`src/hw/pcpl_map.vh`:
```
// Constants for the pulse command position loop
`ifndef PCPL_MAP_VH
`define PCPL_MAP_VH
`define PCPL_CLK_HZ        25000000
`define PCPL_POS_LOOP_HZ   2500
`define PCPL_VEL_LOOP_HZ   5000
`define PCPL_POS_DIV       (`PCPL_CLK_HZ / `PCPL_POS_LOOP_HZ)
`define PCPL_VEL_DIV       (`PCPL_CLK_HZ / `PCPL_VEL_LOOP_HZ)
`define PCPL_MODE_STEP_DIR 1'b0
`define PCPL_MODE_DUAL     1'b1
`define PCPL_POS_W         32
`define PCPL_GAIN_W        16
`define PCPL_VEL_W         32
`define PCPL_SPD_W         24
`endif

```
`src/hw/pcpl_quad_decoder.v`:
```
// Quadrature encoder decoder, four counts per line
`timescale 1ns/1ns
`default_nettype none
module pcpl_quad_decoder #(
  parameter POS_W = 32
) (
  input  wire             clk,
  input  wire             reset,
  input  wire             enc_a,
  input  wire             enc_b,
  output reg  [POS_W-1:0] actual_pos_ff,
  output reg              edge_ff
);
  reg [1:0] a_sync_ff;
  reg [1:0] b_sync_ff;
  reg       a_old_ff;
  reg       b_old_ff;
  wire      a_now = a_sync_ff[1];
  wire      b_now = b_sync_ff[1];
  wire      moved = (a_now ^ a_old_ff) | (b_now ^ b_old_ff);
  // Forward when the new A differs from the old B
  wire      fwd   = a_now ^ b_old_ff;

  // ==========================================================
  // Sync and decode; every edge of A or B is one count
  always @(posedge clk) begin
    if (reset) begin
      a_sync_ff     <= 2'b00;
      b_sync_ff     <= 2'b00;
      a_old_ff      <= 1'b0;
      b_old_ff      <= 1'b0;
      actual_pos_ff <= {POS_W{1'b0}};
      edge_ff       <= 1'b0;
    end else begin
      a_sync_ff <= {a_sync_ff[0], enc_a};
      b_sync_ff <= {b_sync_ff[0], enc_b};
      a_old_ff  <= a_now;
      b_old_ff  <= b_now;
      edge_ff   <= moved;
      if (moved) begin
        if (fwd)
          actual_pos_ff <= actual_pos_ff + {{(POS_W-1){1'b0}}, 1'b1};
        else
          actual_pos_ff <= actual_pos_ff - {{(POS_W-1){1'b0}}, 1'b1};
      end
    end
  end
endmodule // pcpl_quad_decoder
`default_nettype wire

```
`src/hw/pcpl_top.v`:
```
// Pulse command front end, position loop and speed estimate
`timescale 1ns/1ns
`default_nettype none
`include "pcpl_map.vh"
module pcpl_top #(
  parameter POS_W    = `PCPL_POS_W,
  parameter GAIN_W   = `PCPL_GAIN_W,
  parameter VEL_W    = `PCPL_VEL_W,
  parameter SPD_W    = `PCPL_SPD_W,
  parameter POS_DIV  = `PCPL_POS_DIV,
  parameter VEL_DIV  = `PCPL_VEL_DIV
) (
  input  wire                     clk,
  input  wire                     reset,
  input  wire                     mode_select,
  input  wire                     cmd_pulse_a,
  input  wire                     cmd_pulse_b,
  input  wire                     enc_a,
  input  wire                     enc_b,
  input  wire [GAIN_W-1:0]        position_proportional_gain,
  input  wire [VEL_W-1:0]         velocity_limit,
  output reg                      active_mode_ff,
  output reg  signed [POS_W-1:0]  command_pos_ff,
  output reg  signed [POS_W-1:0]  actual_pos_out_ff,
  output reg  signed [POS_W-1:0]  follow_err_ff,
  output reg  signed [VEL_W-1:0]  velocity_cmd_ff,
  output reg                      velocity_cmd_strobe_ff,
  output reg  signed [SPD_W-1:0]  speed_est_ff,
  output reg                      speed_strobe_ff,
  output reg                      vel_tick_ff
);
  localparam PROD_W = POS_W + GAIN_W + 1;
  localparam [31:0] POS_LAST = POS_DIV - 1;
  localparam [31:0] VEL_LAST = VEL_DIV - 1;

  // ==========================================================
  // Mode capture: clocked on the first cycle after reset is released, held until the next reset
  reg mode_seen_ff;
  always @(posedge clk) begin
    if (reset) begin
      mode_seen_ff   <= 1'b0;
      active_mode_ff <= `PCPL_MODE_STEP_DIR;
    end else if (!mode_seen_ff) begin
      mode_seen_ff   <= 1'b1;
      active_mode_ff <= mode_select;
    end
  end

  // ==========================================================
  // Command input synchronisers and edge detect
  reg [1:0] pa_sync_ff;
  reg [1:0] pb_sync_ff;
  reg       pa_old_ff;
  always @(posedge clk) begin
    if (reset) begin
      pa_sync_ff <= 2'b00;
      pb_sync_ff <= 2'b00;
      pa_old_ff  <= 1'b0;
    end else begin
      pa_sync_ff <= {pa_sync_ff[0], cmd_pulse_a};
      pb_sync_ff <= {pb_sync_ff[0], cmd_pulse_b};
      pa_old_ff  <= pa_sync_ff[1];
    end
  end
  reg pb_old_ff;
  always @(posedge clk) begin
    if (reset)
      pb_old_ff <= 1'b0;
    else
      pb_old_ff <= pb_sync_ff[1];
  end
  // Rising edges only, so a clean pulse is counted exactly once
  wire rise_a = pa_sync_ff[1] & ~pa_old_ff;
  wire rise_b = pb_sync_ff[1] & ~pb_old_ff;

  // ==========================================================
  // Command accumulator in encoder count units
  reg signed [POS_W-1:0] nxt_command_pos;
  always @* begin
    nxt_command_pos = command_pos_ff;
    if (active_mode_ff == `PCPL_MODE_STEP_DIR) begin
      // Direction level sampled with the step edge
      if (rise_a && !pb_sync_ff[1])
        nxt_command_pos = command_pos_ff + 1;
      else if (rise_a)
        nxt_command_pos = command_pos_ff - 1;
    end else begin
      // Simultaneous up and down edges cancel out
      if (rise_a && !rise_b)
        nxt_command_pos = command_pos_ff + 1;
      else if (rise_b && !rise_a)
        nxt_command_pos = command_pos_ff - 1;
    end
  end
  always @(posedge clk) begin
    if (reset)
      command_pos_ff <= {POS_W{1'b0}};
    else
      command_pos_ff <= nxt_command_pos;
  end

  // ==========================================================
  // Encoder decoder
  wire [POS_W-1:0] actual_pos;
  wire             enc_edge;
  pcpl_quad_decoder #(
    .POS_W (POS_W)
  ) u_quad (
    .clk           (clk),
    .reset         (reset),
    .enc_a         (enc_a),
    .enc_b         (enc_b),
    .actual_pos_ff (actual_pos),
    .edge_ff       (enc_edge)
  );

  // ==========================================================
  // Continuous following error
  always @(posedge clk) begin
    if (reset) begin
      actual_pos_out_ff <= {POS_W{1'b0}};
      follow_err_ff     <= {POS_W{1'b0}};
    end else begin
      actual_pos_out_ff <= actual_pos;
      follow_err_ff     <= command_pos_ff - $signed(actual_pos);
    end
  end

  // ==========================================================
  // Loop rate dividers; one-cycle enables
  reg [31:0] pos_cnt_ff;
  reg [31:0] vel_cnt_ff;
  wire pos_tick = (pos_cnt_ff == POS_LAST);
  wire vel_tick = (vel_cnt_ff == VEL_LAST);
  always @(posedge clk) begin
    if (reset) begin
      pos_cnt_ff <= 32'h0000_0000;
      vel_cnt_ff <= 32'h0000_0000;
    end else begin
      pos_cnt_ff <= pos_tick ? 32'h0000_0000 : pos_cnt_ff + 32'h0000_0001;
      vel_cnt_ff <= vel_tick ? 32'h0000_0000 : vel_cnt_ff + 32'h0000_0001;
    end
  end

  // ==========================================================
  // Proportional position loop with clamp to the velocity limit
  wire signed [PROD_W-1:0] gain_s  = $signed({1'b0, position_proportional_gain});
  wire signed [PROD_W-1:0] product = follow_err_ff * gain_s;
  wire signed [PROD_W-1:0] lim_pos = $signed({{(PROD_W-VEL_W){1'b0}}, velocity_limit});
  wire signed [PROD_W-1:0] lim_neg = -lim_pos;
  reg  signed [VEL_W-1:0]  nxt_velocity_cmd;
  // Clamp keeps a large error from demanding more than the set top speed
  always @* begin
    if (product > lim_pos)
      nxt_velocity_cmd = lim_pos[VEL_W-1:0];
    else if (product < lim_neg)
      nxt_velocity_cmd = lim_neg[VEL_W-1:0];
    else
      nxt_velocity_cmd = product[VEL_W-1:0];
  end
  // Holding still with zero pulses still runs the loop on the error
  always @(posedge clk) begin
    if (reset) begin
      velocity_cmd_ff        <= {VEL_W{1'b0}};
      velocity_cmd_strobe_ff <= 1'b0;
    end else begin
      velocity_cmd_strobe_ff <= pos_tick;
      if (pos_tick)
        velocity_cmd_ff <= nxt_velocity_cmd;
    end
  end

  // ==========================================================
  // Speed estimate: signed position change per velocity period over edge timing.
  // Takes the net count change per 5 kHz window; low speeds show ripple by design.
  reg signed [SPD_W-1:0] edge_cnt_ff;
  reg signed [POS_W-1:0] last_pos_ff;
  wire signed [POS_W-1:0] pos_delta = $signed(actual_pos) - last_pos_ff;
  always @(posedge clk) begin
    if (reset) begin
      edge_cnt_ff     <= {SPD_W{1'b0}};
      last_pos_ff     <= {POS_W{1'b0}};
      speed_est_ff    <= {SPD_W{1'b0}};
      speed_strobe_ff <= 1'b0;
      vel_tick_ff     <= 1'b0;
    end else begin
      speed_strobe_ff <= vel_tick;
      vel_tick_ff     <= vel_tick;
      if (enc_edge)
        edge_cnt_ff <= edge_cnt_ff + {{(SPD_W-1){1'b0}}, 1'b1};
      if (vel_tick) begin
        speed_est_ff <= pos_delta[SPD_W-1:0];
        last_pos_ff  <= $signed(actual_pos);
        edge_cnt_ff  <= {SPD_W{1'b0}};
      end
    end
  end
endmodule // pcpl_top
`default_nettype wire

```
`config.mk`:
```
export PLATFORM = sky130hd
export DESIGN_NAME = pcpl_top
export DESIGN_NICKNAME = d
export VERILOG_FILES = /design/src/hw/pcpl_quad_decoder.v /design/src/hw/pcpl_top.v
export VERILOG_INCLUDE_DIRS = /design/src /design/src/hw
export SDC_FILE = /design/constraint.sdc
export NUM_CORES = 2
export LEC_CHECK = 0
export BUFFER_PORTS_ARGS = -buffer_cell sky130_fd_sc_hd__buf_2
export CAP_MARGIN = 20
export CORE_MARGIN = 2
export CORE_UTILIZATION = 40
export DETAILED_ROUTE_END_ITERATION = 12
export GPL_ROUTABILITY_DRIVEN = 0
export GPL_TIMING_DRIVEN = 0
export PLACE_DENSITY = 0.66
export SETUP_SLACK_MARGIN = 0.5
export SYNTH_ARGS = -nofsm -noshare
export SYNTH_HDL_FRONTEND = slang
export SYNTH_SLANG_ARGS = --single-unit
```
`constraint.sdc`:
```
create_clock -name clk -period 23.1 [get_ports clk]
set_clock_uncertainty 0.1 [all_clocks]
set_input_delay 1.155 -clock clk [delete_from_list [all_inputs] [get_ports clk]]
set_output_delay 1.155 -clock clk [all_outputs]
set_load 0.01 [all_outputs]
```
# Yosys cells after proc, flatten, opt, wreduce, memory -nomap -nowiden
# Cells that the tools add are included.
[op_classes]
order_cmp = 2
eq_ne = 3
multipliers = 1
reduce_logical = 10
n_mux = 9
n_addsub = 9
n_bitwise = 8
[op_table]
columns = ["cell", "n"]
rows = [
  ["2-to-1 mux 32 bit", 8],
  ["adder 32 x 1 -> 32 bit, second input constant", 3],
  ["greater-than comparator 49 x 33 -> 1 bit", 1],
  ["less-than comparator 49 bit", 1],
  ["multiplier 32 x 17 -> 49 bit", 1],
  ["negator 32 -> 49 bit", 1],
  ["adder 32 x 2 -> 32 bit, second input constant", 1],
  ["== test 32 x 13 -> 1 bit, second input constant", 1],
  ["== test 32 x 14 -> 1 bit, second input constant", 1],
  ["subtractor 32 x 1 -> 32 bit, second input constant", 1],
  ["subtractor 32 x 2 -> 32 bit, second input constant", 1],
  ["subtractor 32 bit", 1],
  ["subtractor 24 bit", 1],
  ["OR reduction 2 bit", 2],
  ["logical AND 1 bit", 3],
  ["zero test 1 bit", 3],
  ["inequality test 3 x 1 -> 1 bit, second input constant", 1],
  ["nonzero test 3 bit", 1],
  ["XOR 1 bit", 3],
  ["bitwise AND 1 bit", 2],
  ["NOT 1 bit", 2],
  ["AND reduction 2 bit", 1],
  ["2-to-1 mux 1 bit", 1],
  ["bitwise OR 1 bit", 1],
]
[totals]
elab_cells = 63
reg_bits = 288

# Depth between registers and ports, before layout
[depth]
word_depth = 7
mapped_depth = 41

# Hierarchy
# From an unflattened synthesis, not the netlist that was laid out.
[unflattened]
cells_unflattened = 4328
hier_area_um2 = 36148.4
[modules_own_cells]
columns = ["module", "area_per_inst_um2", "cells_per_inst", "n_inst"]
rows = [
  ["pcpl_top", 33086.7, 3914, 1],
  ["pcpl_quad_decoder", 3061.7, 414, 1],
]

# Least setup slack after synthesis
# Ideal clock, no wire load.
[synth_path]
path_type = "in2reg"
from = "in position_proportional_gain[10]"
to = "reg velocity_cmd_ff[16]"
setup_time_ns = 0.123
slack_ns = 13.311
required_ns = 22.877
arrival_time_ns = 9.566
cell_stages = 37
path_buffers = 2
path_cell_list = "clkbuf_1 > nand2_1 > fa_1 > inv_1 > fa_1 > fa_1 > fa_1 > fa_1 > inv_1 > fa_1 > inv_1 > ha_1 > a2111oi_2 > o21ai_0 > o211ai_1 > nand3_1 > a21oi_1 > o21ai_0 > a21oi_1 > nor3b_1 > or3_1 > xor2_1 > ha_1 > a21o_1 > a211o_1 > o221ai_1 > nand3_1 > o31ai_1 > o22ai_1 > a32oi_1 > nand3_1 > a21oi_1 > mux2_2 > buf_2 > mux2i_1 > a222oi_1 > inv_1"
[synth_between]
elab_chain_cells = 4
word_cells_on_any_way = 5
classes_between = "mul: 1; order compare: 2; mux: 2"
[synth_lines]
columns = ["item", "line_no", "rtl"]
rows = [
  ["start: declaration", "pcpl_top.v:20", "input wire [GAIN_W-1:0] position_proportional_gain,"],
  ["multiplier 32 x 17 -> 49 bit (*)", "pcpl_top.v:148", "wire signed [PROD_W-1:0] product = follow_err_ff * gain_s;"],
  ["less-than comparator 49 bit", "pcpl_top.v:156", "else if (product < lim_neg)"],
  ["2-to-1 mux 32 bit", "pcpl_top.v:156", ""],
  ["2-to-1 mux 32 bit (*)", "pcpl_top.v:154", "if (product > lim_pos)"],
  ["end signal: assignment", "pcpl_top.v:164", "velocity_cmd_ff <= {VEL_W{1'b0}};"],
  ["end signal: assignment", "pcpl_top.v:169", "velocity_cmd_ff <= nxt_velocity_cmd;"],
  ["end: declaration", "pcpl_top.v:26", "output reg signed [VEL_W-1:0] velocity_cmd_ff,"],
]
# Mark *: on every way between the ends. The rest lies on a longest branch, timed or not.
# A chain may end at the register's enable or synchronous reset.

# Worst setup path after layout
[layout_path]
from = "in position_proportional_gain[11]"
to = "reg velocity_cmd_ff[28]"
# The elaborated chain is that of the path after synthesis.

==> impl_metrics.yaml <==
logic_synthesis:
  yosysSeqAreaShare_pct: 16.2
  synth_cell_types: 83
  ys_warn_count: 0
  ys_top_cells_by_area: "fa_1, dfxtp_1, ha_1"
  synth_cells: 4200
  synth_flop_cell: "dfxtp_1"
  yosysTopAreaCell: "fa_1"
  syn-cell-area_um2: 35600
  synthArstFlopShare_pct: 0
  syn-num-nets: 5029
  syn_avg_cell_area_um2: 8.47
  synth_edf_count: 0
  synth_top_area_share_pct: 27.7
  synth_seq_cells: 288
global_route:
  met1_usage_pct: 31.4
  grt_max_degree: 31
  grt_pass1_wl_um: 171000
  first_global_vias: 30626
  use_met2_pct: 39.0
  grtUsageTotal_pct: 24.0
  met3_usage_pct: 4.29
  antenna_found_initial: 6
  grt.busiest_layer: "met2"
  gr-total-overflow: 0
timing:
  period_share_pct: 49.9
  worst_pin_slew_ns: 1.10
  slew-limit-headroom_pct: 26.4
  slew_viol_final: 0
  setup_tns_ns: 0
  post-route-min-period_ns: 11.54
  rsz0062_at_grt: "no"
  finalSetupViolations: 0
  timing.fmax_ghz: 0.0867
  hold_viol: 0
clock_tree:
  worstSkewPairLatency_ns: 0.60
  cts_resized: 0
  clock_sinks: 288
  cts_tree: "yes"
  cts_setup_buffers: 0
  path_clk_slew_ns: 0.06
  cts_root_buf: "clkbuf_16"
  cts_buffers: 37
  clk_path_buf_depth: 3
  htreeDepth: 2
  cts_hold_buf: 0
route:
  drt-total-wl_um: 108000
  routedWlPerCell_um: 19.1
  first_iter_violations: 2221
  drtPass1Iterations: 5
  drtAntennaViolNets: 0
  via_per_inst: 5.32
  drc: 0
  num_vias: 30032
floorplanning:
  fp.dieH_um: 302
  core_area_um2: 88200
  start_util_pct: 40.3
  dieArea_um2: 91300
  io_pins: 211
  num_rows: 109
  die_w_um: 302
cells_and_area:
  fin_nets: 5276
  area_delta_synth_final_pct: 10.9
  layout_commonest_cell: "inv_1"
  drive_gt1_share_pct: 6.97
  layout_common_cells: "inv_1, fa_1, nand2_1"
worst_setup_path:
  endpoint_kind: "flop"
  critPathMaxFanout: 10
  cpMostUsedCell: "fa_1"
  start_kind: "input pin"
  slowest_delay_ns: 0.76
  arrival_ns: 11.89
  r2r_slack_ns: 11.83
  slowest_stage: "clkbuf_1"
  critPathKind: "input pin to flop"
  required_ns: 23.45
placed_design:
  portBuffers: 207
  hpwl_um: 87200
run:
  cap_violations: 0
run_status:
  status: "completed"
min_path:
  hold_path.class: "flop to flop"
Yosys cell counts (10+ instances only):
cell type,number
inv_1,709
a22oi_1,28
fa_1,492
nand3_1,70
and2_1,232
a21oi_1,175
or3_1,47
xnor2_1,128
o21a_1,23
a31oi_1,20
nor2b_1,40
dfxtp_1,288
o21ai_0,109
o21bai_1,16
xor2_1,81
o31ai_1,11
nor2_1,310
nand2b_1,15
or4_1,11
ha_1,282
nand2_1,473
nand4_1,38
nor3_1,58
clkbuf_1,138
and3_1,38
a211oi_1,25
and4_1,10
mux2i_1,46
a21o_1,56
o211ai_1,19
o311ai_1,14
nor4_1,30
stage by stage:
| stage | instances | util, % | worst slack, ns | area, µm² | hold WS, ns |
|---|---|---|---|---|---|
| 6_report | 5642 | 44.7 | 11.56 | 39400 | 0.341 |
| 3_3_place_gp | 5572 | 43.1 | 11.34 | 38100 | 0.322 |
| 2_1_floorplan | 4200 | - | 13.31 | 35600 | 0.313 |
| 4_1_cts | 5641 | 44.7 | 11.87 | 39400 | 0.343 |
| 3_5_place_dp | 5573 | 43.1 | 11.24 | 38100 | 0.329 |
| 5_1_grt | 5641 | 44.7 | 11.04 | 39400 | 0.363 |
kinds of logic (layout without fill, tap and decap cells):
group,Yosys count,after routing,share of synthesized area [%]
xor+xnor,209,209,5.15
mux,53,53,1.52
flops,288,288,16.2
other cells,0,1,0
fa+ha+maj,774,774,37.6
compound gates,609,609,11.3
buf+inv,864,1140,9.20
simple gates,1403,1403,19.0
critical path: cells and delay by family:
family / cells / cell delay [ns]
XOR/XNOR: 1 / 0.21
multiplexers: 1 / 0.36
AO/OA/AOI/OAI: 15 / 3.26
buffers and inverters: 6 / 2.00
AND/OR/NAND/NOR: 7 / 1.09
adder cells (fa/ha/maj): 8 / 3.80
registers in the layout (all words and copies together) (netlist names), 24 cells and up:
| name | cells |
|---|---|
| speed_est_ff | 24 |
| actual_pos_out_ff | 32 |
| velocity_cmd_ff | 32 |
| last_pos_ff | 24 |
| vel_cnt_ff | 32 |
| u_quad.actual_pos_ff | 32 |
| pos_cnt_ff | 32 |
| follow_err_ff | 32 |
| command_pos_ff | 32 |
routing by layer:
layer	wire length, µm	vias to the layer above
met4	5280	0
met2	48700	1133
li1	-	14047
met1	44800	14618
met5	0	-
met3	8730	234
final cells by class:
class                           instances  area (µm²)
Clock buffer                           52        1080
Clock inverter                         16         268
Multi-Input combinational cell       3048       26500
Inverter                              709        2660
Tap cell                             1165        1460
Sequential cell                       288        5770
Timing Repair Buffer                  208        1050
Antenna cell                            1        2.50
Buffer                                155         609
Fill cell                            8771       48800
worst paths after layout:
kind	start	cells after the start	to
hold / removal	u_quad.a_sync_ff[0]$_SDFF_PP0_	1	u_quad.a_sync_ff[1]$_SDFF_PP0_
setup / recovery	position_proportional_gain[11]	38	velocity_cmd_ff[28]$_SDFFE_PP0P_
setup reg to reg	follow_err_ff[13]$_SDFF_PP0_	38	velocity_cmd_ff[28]$_SDFFE_PP0P_
hold reg to reg	u_quad.a_sync_ff[0]$_SDFF_PP0_	1	u_quad.a_sync_ff[1]$_SDFF_PP0_
Power is left out: the tool's default activity adds up to more than one toggle a clock period on the data nets, which glitch-free logic cannot reach.
